**config.mk**
```make
export PLATFORM = sky130hd
export DESIGN_NAME = dtod_decode
export DESIGN_NICKNAME = d
export VERILOG_FILES = /design/src/rtl/dtod_pkg.sv /design/src/rtl/dtod_decode.sv
export SDC_FILE = /design/constraint.sdc
export NUM_CORES = 1
export LEC_CHECK = 0
export BUFFER_PORTS_ARGS = -buffer_cell sky130_fd_sc_hd__clkbuf_2
export CAP_MARGIN = 0
export CORE_MARGIN = 5
export CORE_UTILIZATION = 51
export DETAILED_ROUTE_END_ITERATION = 6
export PLACE_DENSITY = 0.84
export SETUP_SLACK_MARGIN = 0.3
export SLEW_MARGIN = 10
export SYNTH_ARGS = -nofsm -noshare
export SYNTH_HDL_FRONTEND = slang
export SYNTH_SLANG_ARGS = --single-unit
```
**constraint.sdc**
```tcl
create_clock -name mclk -period 3 [get_ports mclk]
set_input_delay 0.3 -clock mclk [delete_from_list [all_inputs] [get_ports mclk]]
set_output_delay 0.3 -clock mclk [all_outputs]
set_load 0.02 [all_outputs]
```
**src/rtl/dtod_pkg.sv**
```systemverilog
// shared types and constants for the data transfer opcode decoder
package dtod_pkg;

  localparam logic [7:0] OPC_SEG_LOAD  = 8'h8E;
  localparam logic [7:0] OPC_SEG_STORE = 8'h8C;
  localparam logic [7:0] OPC_XLATE     = 8'hD7;
  localparam logic [7:0] OPC_EA_LOAD   = 8'h8D;
  localparam logic [7:0] OPC_FAR_DSEG    = 8'hC5;
  localparam logic [7:0] OPC_FAR_XSEG    = 8'hC4;
  localparam logic [7:0] OPC_FLG_TO_ACCH = 8'h9F;
  localparam logic [7:0] OPC_ACCH_TO_FLG = 8'h9E;

  localparam logic [1:0] MOD_REG = 2'h3;

  localparam logic [5:0] CYC_SEG_LOAD_REG   = 6'h02;
  localparam logic [5:0] CYC_SEG_LOAD_M16   = 6'h09;
  localparam logic [5:0] CYC_SEG_LOAD_M8    = 6'h0D;
  localparam logic [5:0] CYC_SEG_STORE_REG  = 6'h02;
  localparam logic [5:0] CYC_SEG_STORE_M16  = 6'h0B;
  localparam logic [5:0] CYC_SEG_STORE_M8   = 6'h0F;
  localparam logic [5:0] CYC_XLATE_16       = 6'h0B;
  localparam logic [5:0] CYC_XLATE_8        = 6'h0F;
  localparam logic [5:0] CYC_EA_LOAD        = 6'h06;
  localparam logic [5:0] CYC_FAR_16         = 6'h12;
  localparam logic [5:0] CYC_FAR_8          = 6'h1A;
  localparam logic [5:0] CYC_FLG_TO_ACCH    = 6'h02;
  localparam logic [5:0] CYC_ACCH_TO_FLG    = 6'h03;
  localparam logic [5:0] CYC_WORD_EXTRA_8   = 6'h04;

  typedef enum logic [3:0] {
    DTOD_OP_NONE                          = 4'h0,
    DTOD_OP_COPY_OPERAND_TO_SEG           = 4'h1,
    DTOD_OP_COPY_OPERAND_FROM_SEG         = 4'h2,
    DTOD_OP_TABLE_LOOKUP_BYTE             = 4'h3,
    DTOD_OP_COMPUTE_OPERAND_OFFSET        = 4'h4,
    DTOD_OP_LOAD_FAR_POINTER_DATA_SEGMENT = 4'h5,
    DTOD_OP_LOAD_FAR_POINTER_EXTRA_SEGMENT = 4'h6,
    DTOD_OP_FLAGS_TO_ACCUMULATOR_HIGH     = 4'h7,
    DTOD_OP_ACCUMULATOR_HIGH_TO_FLAGS     = 4'h8
  } dtod_op_t;

  typedef struct packed {
    logic [7:0] opcode;
    logic [7:0] modrm;
    logic       modrm_ok;
    logic       word_xfer;
  } dtod_req_t;

  typedef struct packed {
    dtod_op_t   op;
    logic       mem_form;
    logic [2:0] reg_sel;
    logic [5:0] cycles;
    logic       undef_op;
    logic       not_mine;
  } dtod_dec_t;

  typedef enum logic [1:0] {
    DTOD_ST_IDLE = 2'b00,
    DTOD_ST_EXEC = 2'b01,
    DTOD_ST_DONE = 2'b11
  } dtod_state_t;

endpackage

```
**src/rtl/dtod_decode.sv**
```systemverilog
// decoder and cycle budget for a part of the data transfer instruction group
`timescale 1ns/1ps

module dtod_decode (
  input  wire logic                mclk,
  input  wire logic                reset_n,
  input  wire logic                narrow_bus,
  input  wire logic                req_valid,
  output      logic                req_ready,
  input  wire dtod_pkg::dtod_req_t req,
  output      dtod_pkg::dtod_dec_t dec_out,
  output      logic                dec_valid,
  output      logic                exec_busy,
  output      logic                exec_done
);

  dtod_pkg::dtod_dec_t   dec_c;
  dtod_pkg::dtod_dec_t   dec_ff;
  dtod_pkg::dtod_state_t state_ff;
  dtod_pkg::dtod_state_t nxt_state;
  logic [5:0]            cnt_ff;
  logic [5:0]            nxt_cnt;

  logic                  mem_c;
  logic                  seg_move_c;
  logic                  word_extra_c;
  logic                  accept;
  logic                  start_c;

  // handshake side: a request is taken only while idle
  assign req_ready = (state_ff == dtod_pkg::DTOD_ST_IDLE);
  assign accept    = req_valid && req_ready;
  assign start_c   = accept && (dec_c.op != dtod_pkg::DTOD_OP_NONE);

  // mod field 11 selects a register operand
  assign mem_c = (req.modrm[7:6] != dtod_pkg::MOD_REG);

  // word surcharge applies to segment moves that reach memory over the narrow bus
  assign seg_move_c   = (req.opcode == dtod_pkg::OPC_SEG_LOAD) || (req.opcode == dtod_pkg::OPC_SEG_STORE);
  assign word_extra_c = narrow_bus && req.word_xfer && mem_c && seg_move_c;

  // opcode decode and cycle budget, combinational from the request
  always_comb begin
    dec_c          = '0;
    dec_c.op       = dtod_pkg::DTOD_OP_NONE;
    dec_c.reg_sel  = req.modrm[5:3];
    dec_c.mem_form = mem_c;
    unique case (req.opcode)

      dtod_pkg::OPC_SEG_LOAD: begin
        dec_c.op = dtod_pkg::DTOD_OP_COPY_OPERAND_TO_SEG;
        if (!mem_c) begin
          dec_c.cycles = dtod_pkg::CYC_SEG_LOAD_REG;
        end else if (narrow_bus) begin
          dec_c.cycles = dtod_pkg::CYC_SEG_LOAD_M8;
        end else begin
          dec_c.cycles = dtod_pkg::CYC_SEG_LOAD_M16;
        end
      end

      dtod_pkg::OPC_SEG_STORE: begin
        dec_c.op = dtod_pkg::DTOD_OP_COPY_OPERAND_FROM_SEG;
        if (!mem_c) begin
          dec_c.cycles = dtod_pkg::CYC_SEG_STORE_REG;
        end else if (narrow_bus) begin
          dec_c.cycles = dtod_pkg::CYC_SEG_STORE_M8;
        end else begin
          dec_c.cycles = dtod_pkg::CYC_SEG_STORE_M16;
        end
      end

      dtod_pkg::OPC_XLATE: begin
        // single-byte op: modrm is ignored, the table read is a memory access
        dec_c.op       = dtod_pkg::DTOD_OP_TABLE_LOOKUP_BYTE;
        dec_c.mem_form = 1'b1;
        dec_c.reg_sel  = '0;
        if (narrow_bus) begin
          dec_c.cycles = dtod_pkg::CYC_XLATE_8;
        end else begin
          dec_c.cycles = dtod_pkg::CYC_XLATE_16;
        end
      end

      dtod_pkg::OPC_EA_LOAD: begin
        dec_c.op     = dtod_pkg::DTOD_OP_COMPUTE_OPERAND_OFFSET;
        dec_c.cycles = dtod_pkg::CYC_EA_LOAD;
      end

      dtod_pkg::OPC_FAR_DSEG, dtod_pkg::OPC_FAR_XSEG: begin
        if (!mem_c) begin
          // register form has no far pointer to fetch
          dec_c.undef_op = 1'b1;
        end else begin
          if (req.opcode == dtod_pkg::OPC_FAR_DSEG) begin
            dec_c.op = dtod_pkg::DTOD_OP_LOAD_FAR_POINTER_DATA_SEGMENT;
          end else begin
            dec_c.op = dtod_pkg::DTOD_OP_LOAD_FAR_POINTER_EXTRA_SEGMENT;
          end
          if (narrow_bus) begin
            dec_c.cycles = dtod_pkg::CYC_FAR_8;
          end else begin
            dec_c.cycles = dtod_pkg::CYC_FAR_16;
          end
        end
      end

      dtod_pkg::OPC_FLG_TO_ACCH: begin
        dec_c.op       = dtod_pkg::DTOD_OP_FLAGS_TO_ACCUMULATOR_HIGH;
        dec_c.mem_form = 1'b0;
        dec_c.reg_sel  = '0;
        dec_c.cycles   = dtod_pkg::CYC_FLG_TO_ACCH;
      end

      dtod_pkg::OPC_ACCH_TO_FLG: begin
        dec_c.op       = dtod_pkg::DTOD_OP_ACCUMULATOR_HIGH_TO_FLAGS;
        dec_c.mem_form = 1'b0;
        dec_c.reg_sel  = '0;
        dec_c.cycles   = dtod_pkg::CYC_ACCH_TO_FLG;
      end

      default: begin
        // other opcodes belong to other decoders
        dec_c.mem_form = 1'b0;
        dec_c.not_mine = 1'b1;
      end
    endcase
    // only the segment moves carry the word surcharge here
    if (word_extra_c) begin
      dec_c.cycles = 6'(dec_c.cycles + dtod_pkg::CYC_WORD_EXTRA_8);
    end
  end

  // execution sequencer: idle, count the budget, one done pulse
  always_comb begin
    nxt_state = state_ff;
    unique case (state_ff)

      dtod_pkg::DTOD_ST_IDLE: begin
        if (start_c) begin
          nxt_state = dtod_pkg::DTOD_ST_EXEC;
        end
      end

      dtod_pkg::DTOD_ST_EXEC: begin
        // last counted clock hands over to the done pulse
        // a zero budget also ends here, so the sequencer cannot hang
        if (cnt_ff <= 6'h01) begin
          nxt_state = dtod_pkg::DTOD_ST_DONE;
        end
      end

      dtod_pkg::DTOD_ST_DONE: begin
        nxt_state = dtod_pkg::DTOD_ST_IDLE;
      end

      default: begin
        nxt_state = dtod_pkg::DTOD_ST_IDLE;
      end
    endcase
  end

  always_ff @(posedge mclk) begin
    if (!reset_n) begin
      state_ff <= dtod_pkg::DTOD_ST_IDLE;
    end else begin
      state_ff <= nxt_state;
    end
  end

  // budget loads on take and counts down while executing
  always_comb begin
    nxt_cnt = cnt_ff;
    if (accept) begin
      nxt_cnt = dec_c.cycles;
    end else if (state_ff == dtod_pkg::DTOD_ST_EXEC && cnt_ff != '0) begin
      nxt_cnt = 6'(cnt_ff - 6'h01);
    end
  end

  always_ff @(posedge mclk) begin
    if (!reset_n) begin
      cnt_ff <= '0;
    end else begin
      cnt_ff <= nxt_cnt;
    end
  end

  // one-cycle decode strobe after each take
  always_ff @(posedge mclk) begin
    if (!reset_n) begin
      dec_valid <= 1'b0;
    end else begin
      dec_valid <= accept;
    end
  end

  // decode is held until the next request is taken
  always_ff @(posedge mclk) begin
    if (!reset_n) begin
      dec_ff <= '0;
    end else if (accept) begin
      dec_ff <= dec_c;
    end
  end

  assign dec_out   = dec_ff;

  // status outputs follow the sequencer state
  assign exec_busy = (state_ff == dtod_pkg::DTOD_ST_EXEC);
  assign exec_done = (state_ff == dtod_pkg::DTOD_ST_DONE);

endmodule

```
# ---- Word-level counts from Yosys, hierarchy flattened
# Cells that the tools add are included.
dict set report classes {
  magnitude_cmp 1
  n_mux 21
  n_reduce_logical 16
  eq_ne 13
  add_sub_neg 2
}
# cell count
set ops {}
lappend ops {{8-bit == test, second input constant} 8}
lappend ops {{6-bit one-hot mux with 7 select lines} 1}
lappend ops {{6-bit two-way mux} 5}
lappend ops {{4-bit one-hot mux with 7 select lines} 1}
lappend ops {{3-bit two-way mux} 4}
lappend ops {{4-bit two-way mux} 2}
lappend ops {{8-bit OR reduction} 1}
lappend ops {{6-bit by 3-bit adder with 6-bit output, second input constant} 1}
lappend ops {{6-bit by 1-bit <= comparator with 1-bit output, second input constant} 1}
lappend ops {{1-bit logical AND} 6}
lappend ops {{2-bit two-way mux} 3}
lappend ops {{6-bit nonzero test} 1}
lappend ops {{6-bit by 1-bit subtractor with 6-bit output, second input constant} 1}
lappend ops {{5-bit OR reduction} 1}
lappend ops {{2-bit by 1-bit != test with 1-bit output, second input constant} 2}
lappend ops {{2-bit one-hot mux with 2 select lines} 1}
lappend ops {{4-bit nonzero test} 1}
lappend ops {{1-bit two-way mux} 3}
lappend ops {{3-bit OR reduction} 1}
lappend ops {{2-bit by 1-bit == test with 1-bit output, second input constant} 1}
lappend ops {{2-bit == test, second input constant} 1}
lappend ops {{2-bit zero test} 1}
lappend ops {{2-bit != test, second input constant} 1}
lappend ops {{1-bit one-hot mux with 2 select lines} 1}
lappend ops {{4 further kinds} 4}
dict set report totals {
  output_inout_bits 20
  inputBits 22
  wordCells 62
  ff_bits 25
}

# ---- Depth between registers and ports, before layout
# Gate-level depths: netlist of the first run.
dict set report logic_depth {
  depth_word 8
  mapped_depth 10
  mapped_depth_nobuf 9
}

# ---- Worst setup path after synthesis of the first run
# No wires, ideal clock.
dict set report synth_path {
  path_type {input-to-reg}
  start {in req[11] in the netlist's numbering}
  end {reg cnt_ff[3]}
  path_buffers 1
  cell_stages 9
  path_slack_ps 776
  required_time_ps 2878
  t_arrival_ps 2102
  setup_ps 122
  path_cell_list {clkbuf_1 -> nand4b_1 -> nor2_1 -> or3_1 -> ha_1 -> and3b_1 -> nand4_1 -> o311a_1 -> a311o_1}
}
dict set report synth_via {
  elab_chain_len 6
  elab_cells_between_ends 15
  cone_classes {1 x add/sub; 8 x eq/ne; 3 x mux; 3 x reduce/logical}
}
# element line
set synth_rtl {}
lappend synth_rtl {{start: declaration} dtod_decode.sv:10} ;# input wire dtod_pkg::dtod_req_t req,
lappend synth_rtl {{8-bit == test} dtod_decode.sv:48} ;# unique case (req.opcode)
lappend synth_rtl {{2-bit OR reduction} dtod_decode.sv:48}
lappend synth_rtl {{6-bit one-hot mux with 7 select lines} dtod_decode.sv:48}
lappend synth_rtl {{6-bit by 3-bit adder with 6-bit output} dtod_decode.sv:129} ;# dec_c.cycles = 6'(dec_c.cycles + dtod_pkg::CYC_WORD_EXTRA_8);
lappend synth_rtl {{6-bit two-way mux *} dtod_decode.sv:128} ;# if (word_extra_c) begin
lappend synth_rtl {{6-bit two-way mux *} dtod_decode.sv:173} ;# if (accept) begin
lappend synth_rtl {{end signal: assignment} dtod_decode.sv:184} ;# cnt_ff <= nxt_cnt;
lappend synth_rtl {{end: declaration} dtod_decode.sv:21} ;# logic [5:0] cnt_ff;
# Mark *: on every way between the ends. The rest lies on a longest branch, timed or not.
# A chain may end at the register's enable or synchronous reset.

# ---- Worst setup path in the final report of the first run
# Same ends and word-level chain as after synthesis.

==> impl_metrics.json, run 1 <==
{
  "ys_seq_elements": 25,
  "clock_latency_ns": 0.33,
  "post_cts_buffers": 0,
  "syn_nets": 197,
  "cp-start-kind": "input port",
  "clkSinkCount": 25,
  "synthesis.instances": 171,
  "fmaxAchievable_ghz": 0.478,
  "yosys-top-cells-count": "dfxtp_1 (25), nor2_1 (22), a21oi_1 (12), o21ai_0 (9), clkbuf_1 (8)",
  "comb_power_share_pct": 18.7,
  "cp.arrival_ns": 2.33,
  "die_w_um": 63.0,
  "slew_violations": 0,
  "diodes": 0,
  "area_growth_syn_to_layout_pct": 16.0,
  "synth_most_common_cell": "dfxtp_1",
  "drc": 0,
  "syn-cell-area_um2": 1430,
  "drt_first_pass_iters": 4,
  "cts_inserted_buffers": 3,
  "ant_nets": 0,
  "cap_violations": 0,
  "clock-skew-final_ns": 0.00376,
  "report.final.setup_viol": 0,
  "critPathCaptureType": "register",
  "postCtsHoldBufs": 0,
  "start_util_pct": 52.4,
  "io_pins": 42,
  "r2r_start": "state_ff[0]",
  "clockRootBuffer": "clkbuf_4",
  "n_fill_cell": 245,
  "htree_levels": 1,
  "gr-total-overflow": 0,
  "synth.avg_cell_area_um2": 8.39,
  "synth-edff-count": 0,
  "path_delay_family": "simple AND/OR/NAND/NOR gates",
  "crit_path_start": "req[11]",
  "dp_hpwl_um": 2660,
  "finalWeightedCongestion": 0.926,
  "final.min_clock_period_ns": 2.09,
  "rsz0062_at_grt": "no",
  "port_buffers": 37,
  "dr_total_vias": 1421,
  "crit_chain": "clkbuf_2 > nand4b_1 > nor2_1 > or3_1 > ha_1 > and3b_1 > nand4_1 > o311a_1 > a311o_1",
  "synthTopCellsByArea": "dfxtp_1 (35%), nor2_1 (5.8%), a21oi_1 (4.2%), ha_1 (3.5%), o21ai_0 (3.1%)",
  "slew_headroom_pct": 56.5,
  "p_leak_nw": 0.710,
  "nets": 232,
  "dieArea_um2": 3970,
  "hp-start": "req[7]",
  "p_int_mw": 0.441,
  "die_h_um": 63.0,
  "grtUsageTotal_pct": 17.7,
  "critical_path.max_stage_delay_ns": 0.40,
  "crit_buf_inv": 1,
  "critical_path_peak_fanout": 13,
  "synth_warnings": 0,
  "peakVddDrop_mv": 0.327,
  "cp.required_ns": 3.23,
  "min_path_type": "in2reg",
  "drt_iter0_markers": 47,
  "cts-resized-gates": 0,
  "cts_tree": "built",
  "synth.distinct_cells": 53,
  "min_period_over_period_pct": 69.8,
  "routed_wl_um": 3460,
  "coreArea_um2": 2730,
  "worstMarginPinSlew_ns": 0.653,
  "wl_per_cell_um": 14.6,
  "synthArstFlopShare_pct": 0,
  "grt_pass1_vias": 1252,
  "ys.flop_type": "dfxtp_1",
  "clockBufferDepth": 2,
  "yosysTopAreaCell": "dfxtp_1",
  "p_clk_share_pct": 25.6,
  "grt_pass1_wl_um": 5810,
  "switching_share_pct": 30.2,
  "p_seq_share_pct": 55.7,
  "switchingPower_mw": 0.191,
  "hold_viol": 0,
  "seq_area_frac_synth_pct": 34.9,
  "grt_max_degree": 21,
  "rows": 19,
  "vias_per_cell": 6.02,
  "setup_tns_ns": 0,
  "postLayoutCoreUtil_pct": 60.8,
  "critPathKind": "in2reg",
  "power.density_nw_per_um2": 380,
  "synth_top_area_share_pct": 34.9,
  "status": "completed",
  "drive_gt1_share_pct": 24.9,
  "cp_slowest_cell": "or3_1",
  "antenna_found_initial": 0,
  "clk_pin_slew_ns": 0.14
}
## final timing paths
kind | endpoint | slack (ns) | cells after the start
max | cnt_ff[3] | 0.91 | 9
min | dec_out[10] | 0.20 | 3
max reg2reg | cnt_ff[3] | 1.22 | 4
min reg2reg | dec_out[4] | 0.47 | 2
## cell usage in the layout, fill, tap and decap left out, types with 2 or more instances in the layout
| master | count |
|---|---|
| clkbuf_2 | 37 |
| dfxtp_1 | 25 |
| nor2_1 | 22 |
| a21oi_1 | 12 |
| o21ai_0 | 9 |
| nand2_1 | 7 |
| inv_1 | 6 |
| nor3_1 | 6 |
| a211oi_1 | 5 |
| a22oi_1 | 4 |
| ha_1 | 4 |
| nand2b_1 | 3 |
| nand4b_1 | 3 |
| xnor2_1 | 3 |
| o21ai_1 | 3 |
| nand3_1 | 3 |
| clkbuf_4 | 3 |
| and2_1 | 2 |
| o22ai_1 | 2 |
| and4b_1 | 2 |
| and4_1 | 2 |
| a211o_1 | 2 |
| or3_1 | 2 |
| nand3b_1 | 2 |
| a2111oi_2 | 2 |
| and3_1 | 2 |
| nand4_1 | 2 |
| nor4_1 | 2 |
| buf_4 | 2 |
## area by class of cell
| cell class | instances | area, um2 | share of cell area (%) |
|---|---|---|---|
| tap | 31 | 38.8 | 2.33 |
| clock inverter | 1 | 8.76 | 0.527 |
| timing repair buffer | 39 | 200 | 12.0 |
| sequential | 25 | 500 | 30.1 |
| clock buffer | 3 | 22.5 | 1.35 |
| multi-input combinational | 130 | 866 | 52.1 |
| inverter | 7 | 26.3 | 1.58 |
## per-layer routing
metal / GRT usage (%) / vias up / wire (um)
met5: 0 / - / 0
met4: 6.37 / 0 / 37
met3: 4.32 / 6 / 255
met2: 28.8 / 55 / 1660
met1: 22.3 / 641 / 1500
li1: - / 719 / -
## power groups by stage
stage | sequential (mW) | clock (mW) | combinational (mW)
floorplan | 0.369 | 0 | 0.0676
global placement | 0.358 | 0 | 0.116
detailed placement | 0.359 | 0 | 0.117
CTS | 0.351 | 0.170 | 0.117
global route | 0.353 | 0.181 | 0.131
finish | 0.352 | 0.162 | 0.118
## kinds of logic after synthesis
family / count (synthesis) / share of synthesized area (%)
simple gates: 68 / 27.0
compound gates: 54 / 27.3
flops: 25 / 34.9
buf+inv: 16 / 4.71
fa+ha+maj: 4 / 3.49
xor+xnor: 3 / 1.83
mux: 1 / 0.785
## flip-flops by register name, summed over array words and instances, names as in the netlist
signal and flops:
dec_out 16, dec_valid 1, cnt_ff 6, state_ff 2
## per-stage QoR
| step | hold slack, ns | cell area (um2) | total power [mW] | instances | setup WS, ns |
|---|---|---|---|---|---|
| floorplan | 0.442 | 1430 | 0.436 | 171 | 0.776 |
| global placement | 0.444 | 1630 | 0.474 | 232 | 0.574 |
| detailed placement | 0.459 | 1630 | 0.476 | 232 | 0.565 |
| CTS | 0.184 | 1660 | 0.639 | 236 | 0.934 |
| global route | 0.184 | 1660 | 0.666 | 236 | 0.765 |
| finish | 0.202 | 1660 | 0.631 | 236 | 0.907 |
## tightest hold or removal path, stage by stage
cell,delay [ns]
clkbuf_2,0.07
a22oi_1,0.06
nor2_1,0.08
Power figures use the tool's default switching activity.
==> run 2, diff against run 1 <==
ABC_AREA = 1   (was default)
PLACE_DENSITY = 0.83   (was 0.84)
clock period = 2 ns   (was 3 ns; I/O delays follow)
==> run 2 against run 1 <==
- non-clock buffer count fell by 2
- register-to-register slack got worse by 0.72 ns
- first-iteration DRC count rose by 43%
- critical endpoint is now cnt_ff[1]
- synthesized cell count rose by 29%
- critical path depth fell by 1
- setup slack got worse by 0.40 ns
- final area rose by 4.1%
- highest routed layer unchanged
- sequential power rose by 52%
- largest power group unchanged
- routed wire length fell by 6.0%
- power rose by 52%
==> impl_metrics.json, run 2 <==
{
  "port_buffers": 37,
  "grt_pass1_vias": 1268,
  "cap_violations": 0,
  "seq_area_frac_synth_pct": 33.4,
  "wl_per_cell_um": 11.2,
  "power.density_nw_per_um2": 554,
  "cp-start-kind": "register",
  "drive_gt1_share_pct": 28.7,
  "grt_pass1_wl_um": 5420,
  "clockRootBuffer": "clkbuf_4",
  "critPathCaptureType": "register",
  "post_cts_buffers": 0,
  "nets": 285,
  "die_h_um": 64.2,
  "grt_max_degree": 19,
  "critPathKind": "reg2reg",
  "mostFrequentLayoutCells": "nand2_1 (40), clkbuf_2 (37), nor2_1 (32)",
  "synth-edff-count": 0,
  "antenna_found_initial": 0,
  "drc": 0,
  "ys.flop_type": "dfxtp_1",
  "htree_levels": 1,
  "synth.distinct_cells": 25,
  "crit_chain": "inv_1 > ha_1 > nand3_1 > nand2_1 > nand2_1 > o21ai_0 > nor2_1 > nor2_1",
  "synthArstFlopShare_pct": 0,
  "crit_path_start": "cnt_ff[0]",
  "rows": 19,
  "n_fill_cell": 270,
  "clkSinkCount": 25,
  "clock-skew-final_ns": 0.000786,
  "cts_tree": "built",
  "start_util_pct": 53.9,
  "report.final.setup_viol": 0,
  "cp.arrival_ns": 1.73,
  "cts-resized-gates": 0,
  "finalWeightedCongestion": 0.883,
  "hp-start": "req[7]",
  "critical_path_peak_fanout": 9,
  "crit_buf_inv": 1,
  "min_path_type": "in2reg",
  "dieArea_um2": 4130,
  "coreArea_um2": 2780,
  "syn-cell-area_um2": 1500,
  "hold_viol": 0,
  "r2r_start": "cnt_ff[0]",
  "dp_hpwl_um": 2530,
  "clock_latency_ns": 0.32,
  "grtUsageTotal_pct": 15.7,
  "synthesis.instances": 221,
  "seq_area_um2": 500,
  "worstMarginPinSlew_ns": 0.338,
  "min_period_over_period_pct": 74.9,
  "ys_seq_elements": 25,
  "rsz0062_at_grt": "no",
  "gr-total-overflow": 0,
  "yosys-top-cells-count": "nand2_1 (40), nor2_1 (32), dfxtp_1 (25), o21ai_0 (24), inv_1 (21)",
  "clk_pin_slew_ns": 0.13,
  "synth_warnings": 0,
  "drt_iter0_markers": 67,
  "slew_headroom_pct": 77.4,
  "ant_nets": 0,
  "fmaxAchievable_ghz": 0.668,
  "cp_slowest_cell": "dfxtp_1",
  "p_leak_nw": 0.874,
  "dr_total_vias": 1464,
  "synthTopCellsByArea": "dfxtp_1 (33%), nand2_1 (10%), o21ai_0 (8.0%), nor2_1 (8.0%), nand3_1 (6.0%)",
  "syn_nets": 247,
  "largest_reg_flops": 16,
  "final_common_cell": "nand2_1",
  "io_pins": 42,
  "multi_input_area_um2": 886,
  "critical_path.max_stage_delay_ns": 0.38,
  "synth_top_area_share_pct": 33.4,
  "setup_tns_ns": 0,
  "postCtsHoldBufs": 0,
  "synth_most_common_cell": "nand2_1",
  "path_delay_family": "simple AND/OR/NAND/NOR gates",
  "cts_inserted_buffers": 3,
  "clockBufferDepth": 2,
  "cp.required_ns": 2.23,
  "synth.avg_cell_area_um2": 6.79,
  "area_growth_syn_to_layout_pct": 15.3,
  "vias_per_cell": 5.07,
  "drt_first_pass_iters": 4,
  "routed_wl_um": 3250,
  "status": "completed",
  "peakVddDrop_mv": 0.416,
  "diodes": 0,
  "fin_hold_ws_ns": 0.0816,
  "final.min_clock_period_ns": 1.50,
  "slew_violations": 0,
  "yosysTopAreaCell": "dfxtp_1",
  "die_w_um": 64.2
}
-- run 2: cell types whose count changed in the layout (fill, tap and decap cells not counted), sizes merged, moves of 12 or more --
cell,change
o21ai,+12
nand2,+45
nor2,+17
nand3,+18
inv,+17
-- run 2: layout make-up --
| type | count | share of cell area (%) |
|---|---|---|
| timing repair buffer | 37 | 10.7 |
| tap | 31 | 2.24 |
| multi-input combinational | 167 | 51.2 |
| inverter | 25 | 5.42 |
| sequential | 25 | 28.9 |
| clock buffer | 4 | 1.52 |
-- run 2: per-layer routing --
layer / part of all wire, % / up-vias / global-route usage, %
li1: - / 786 / -
met1: 51 / 628 / 22.9
met2: 42 / 48 / 22.9
met3: 6.7 / 2 / 3.68
met4: 0.65 / 0 / 4.58
met5: 0 / - / 0
-- run 2: report_power, final --
| group | leakage, nW | internal, mW | switching (mW) |
|---|---|---|---|
| Clock | 0.0150 | 0.0783 | 0.154 |
| Combinational | 0.655 | 0.0648 | 0.128 |
| Sequential | 0.204 | 0.520 | 0.0141 |
| Total | 0.874 | 0.663 | 0.296 |
-- run 2: path summary, 6_finish.rpt --
check,cells past startpoint,slack (ns),endpoint
max,8,0.50,cnt_ff[1]
min,3,0.08,dec_out[10]
max reg2reg,8,0.50,cnt_ff[1]
min reg2reg,2,0.45,dec_out[7]
-- run 2: logic make-up (layout without fill, tap and decap cells) --
logic type	count (synthesis)	in the layout	share of synthesized area, %
xor gates and xnor gates	1	1	0.584
and+or+nand+nor	120	120	39.4
adders and majority gates	4	4	3.34
AOI/OAI and AO/OA	42	42	15.7
DFF	25	25	33.4
buffers and inverters	29	66	7.59
-- run 2: worst min-delay path: cells and delay by family --
family / cells / cell delay, ns
simple gates: 1 / 0.05
buf+inv: 1 / 0.08
compound gates: 1 / 0.05
-- run 2: through the flow --
stage	area [um2]	setup slack, ns	total power [mW]	std cells	util [%]
finish	1730	0.503	0.958	289	62.2
global route	1730	0.328	1.01	289	62.2
CTS	1730	0.507	0.963	289	62.2
detailed placement	1700	0.199	0.737	285	61.3
global placement	1700	0.248	0.734	285	61.3
floorplan	1500	0.438	0.681	221	-
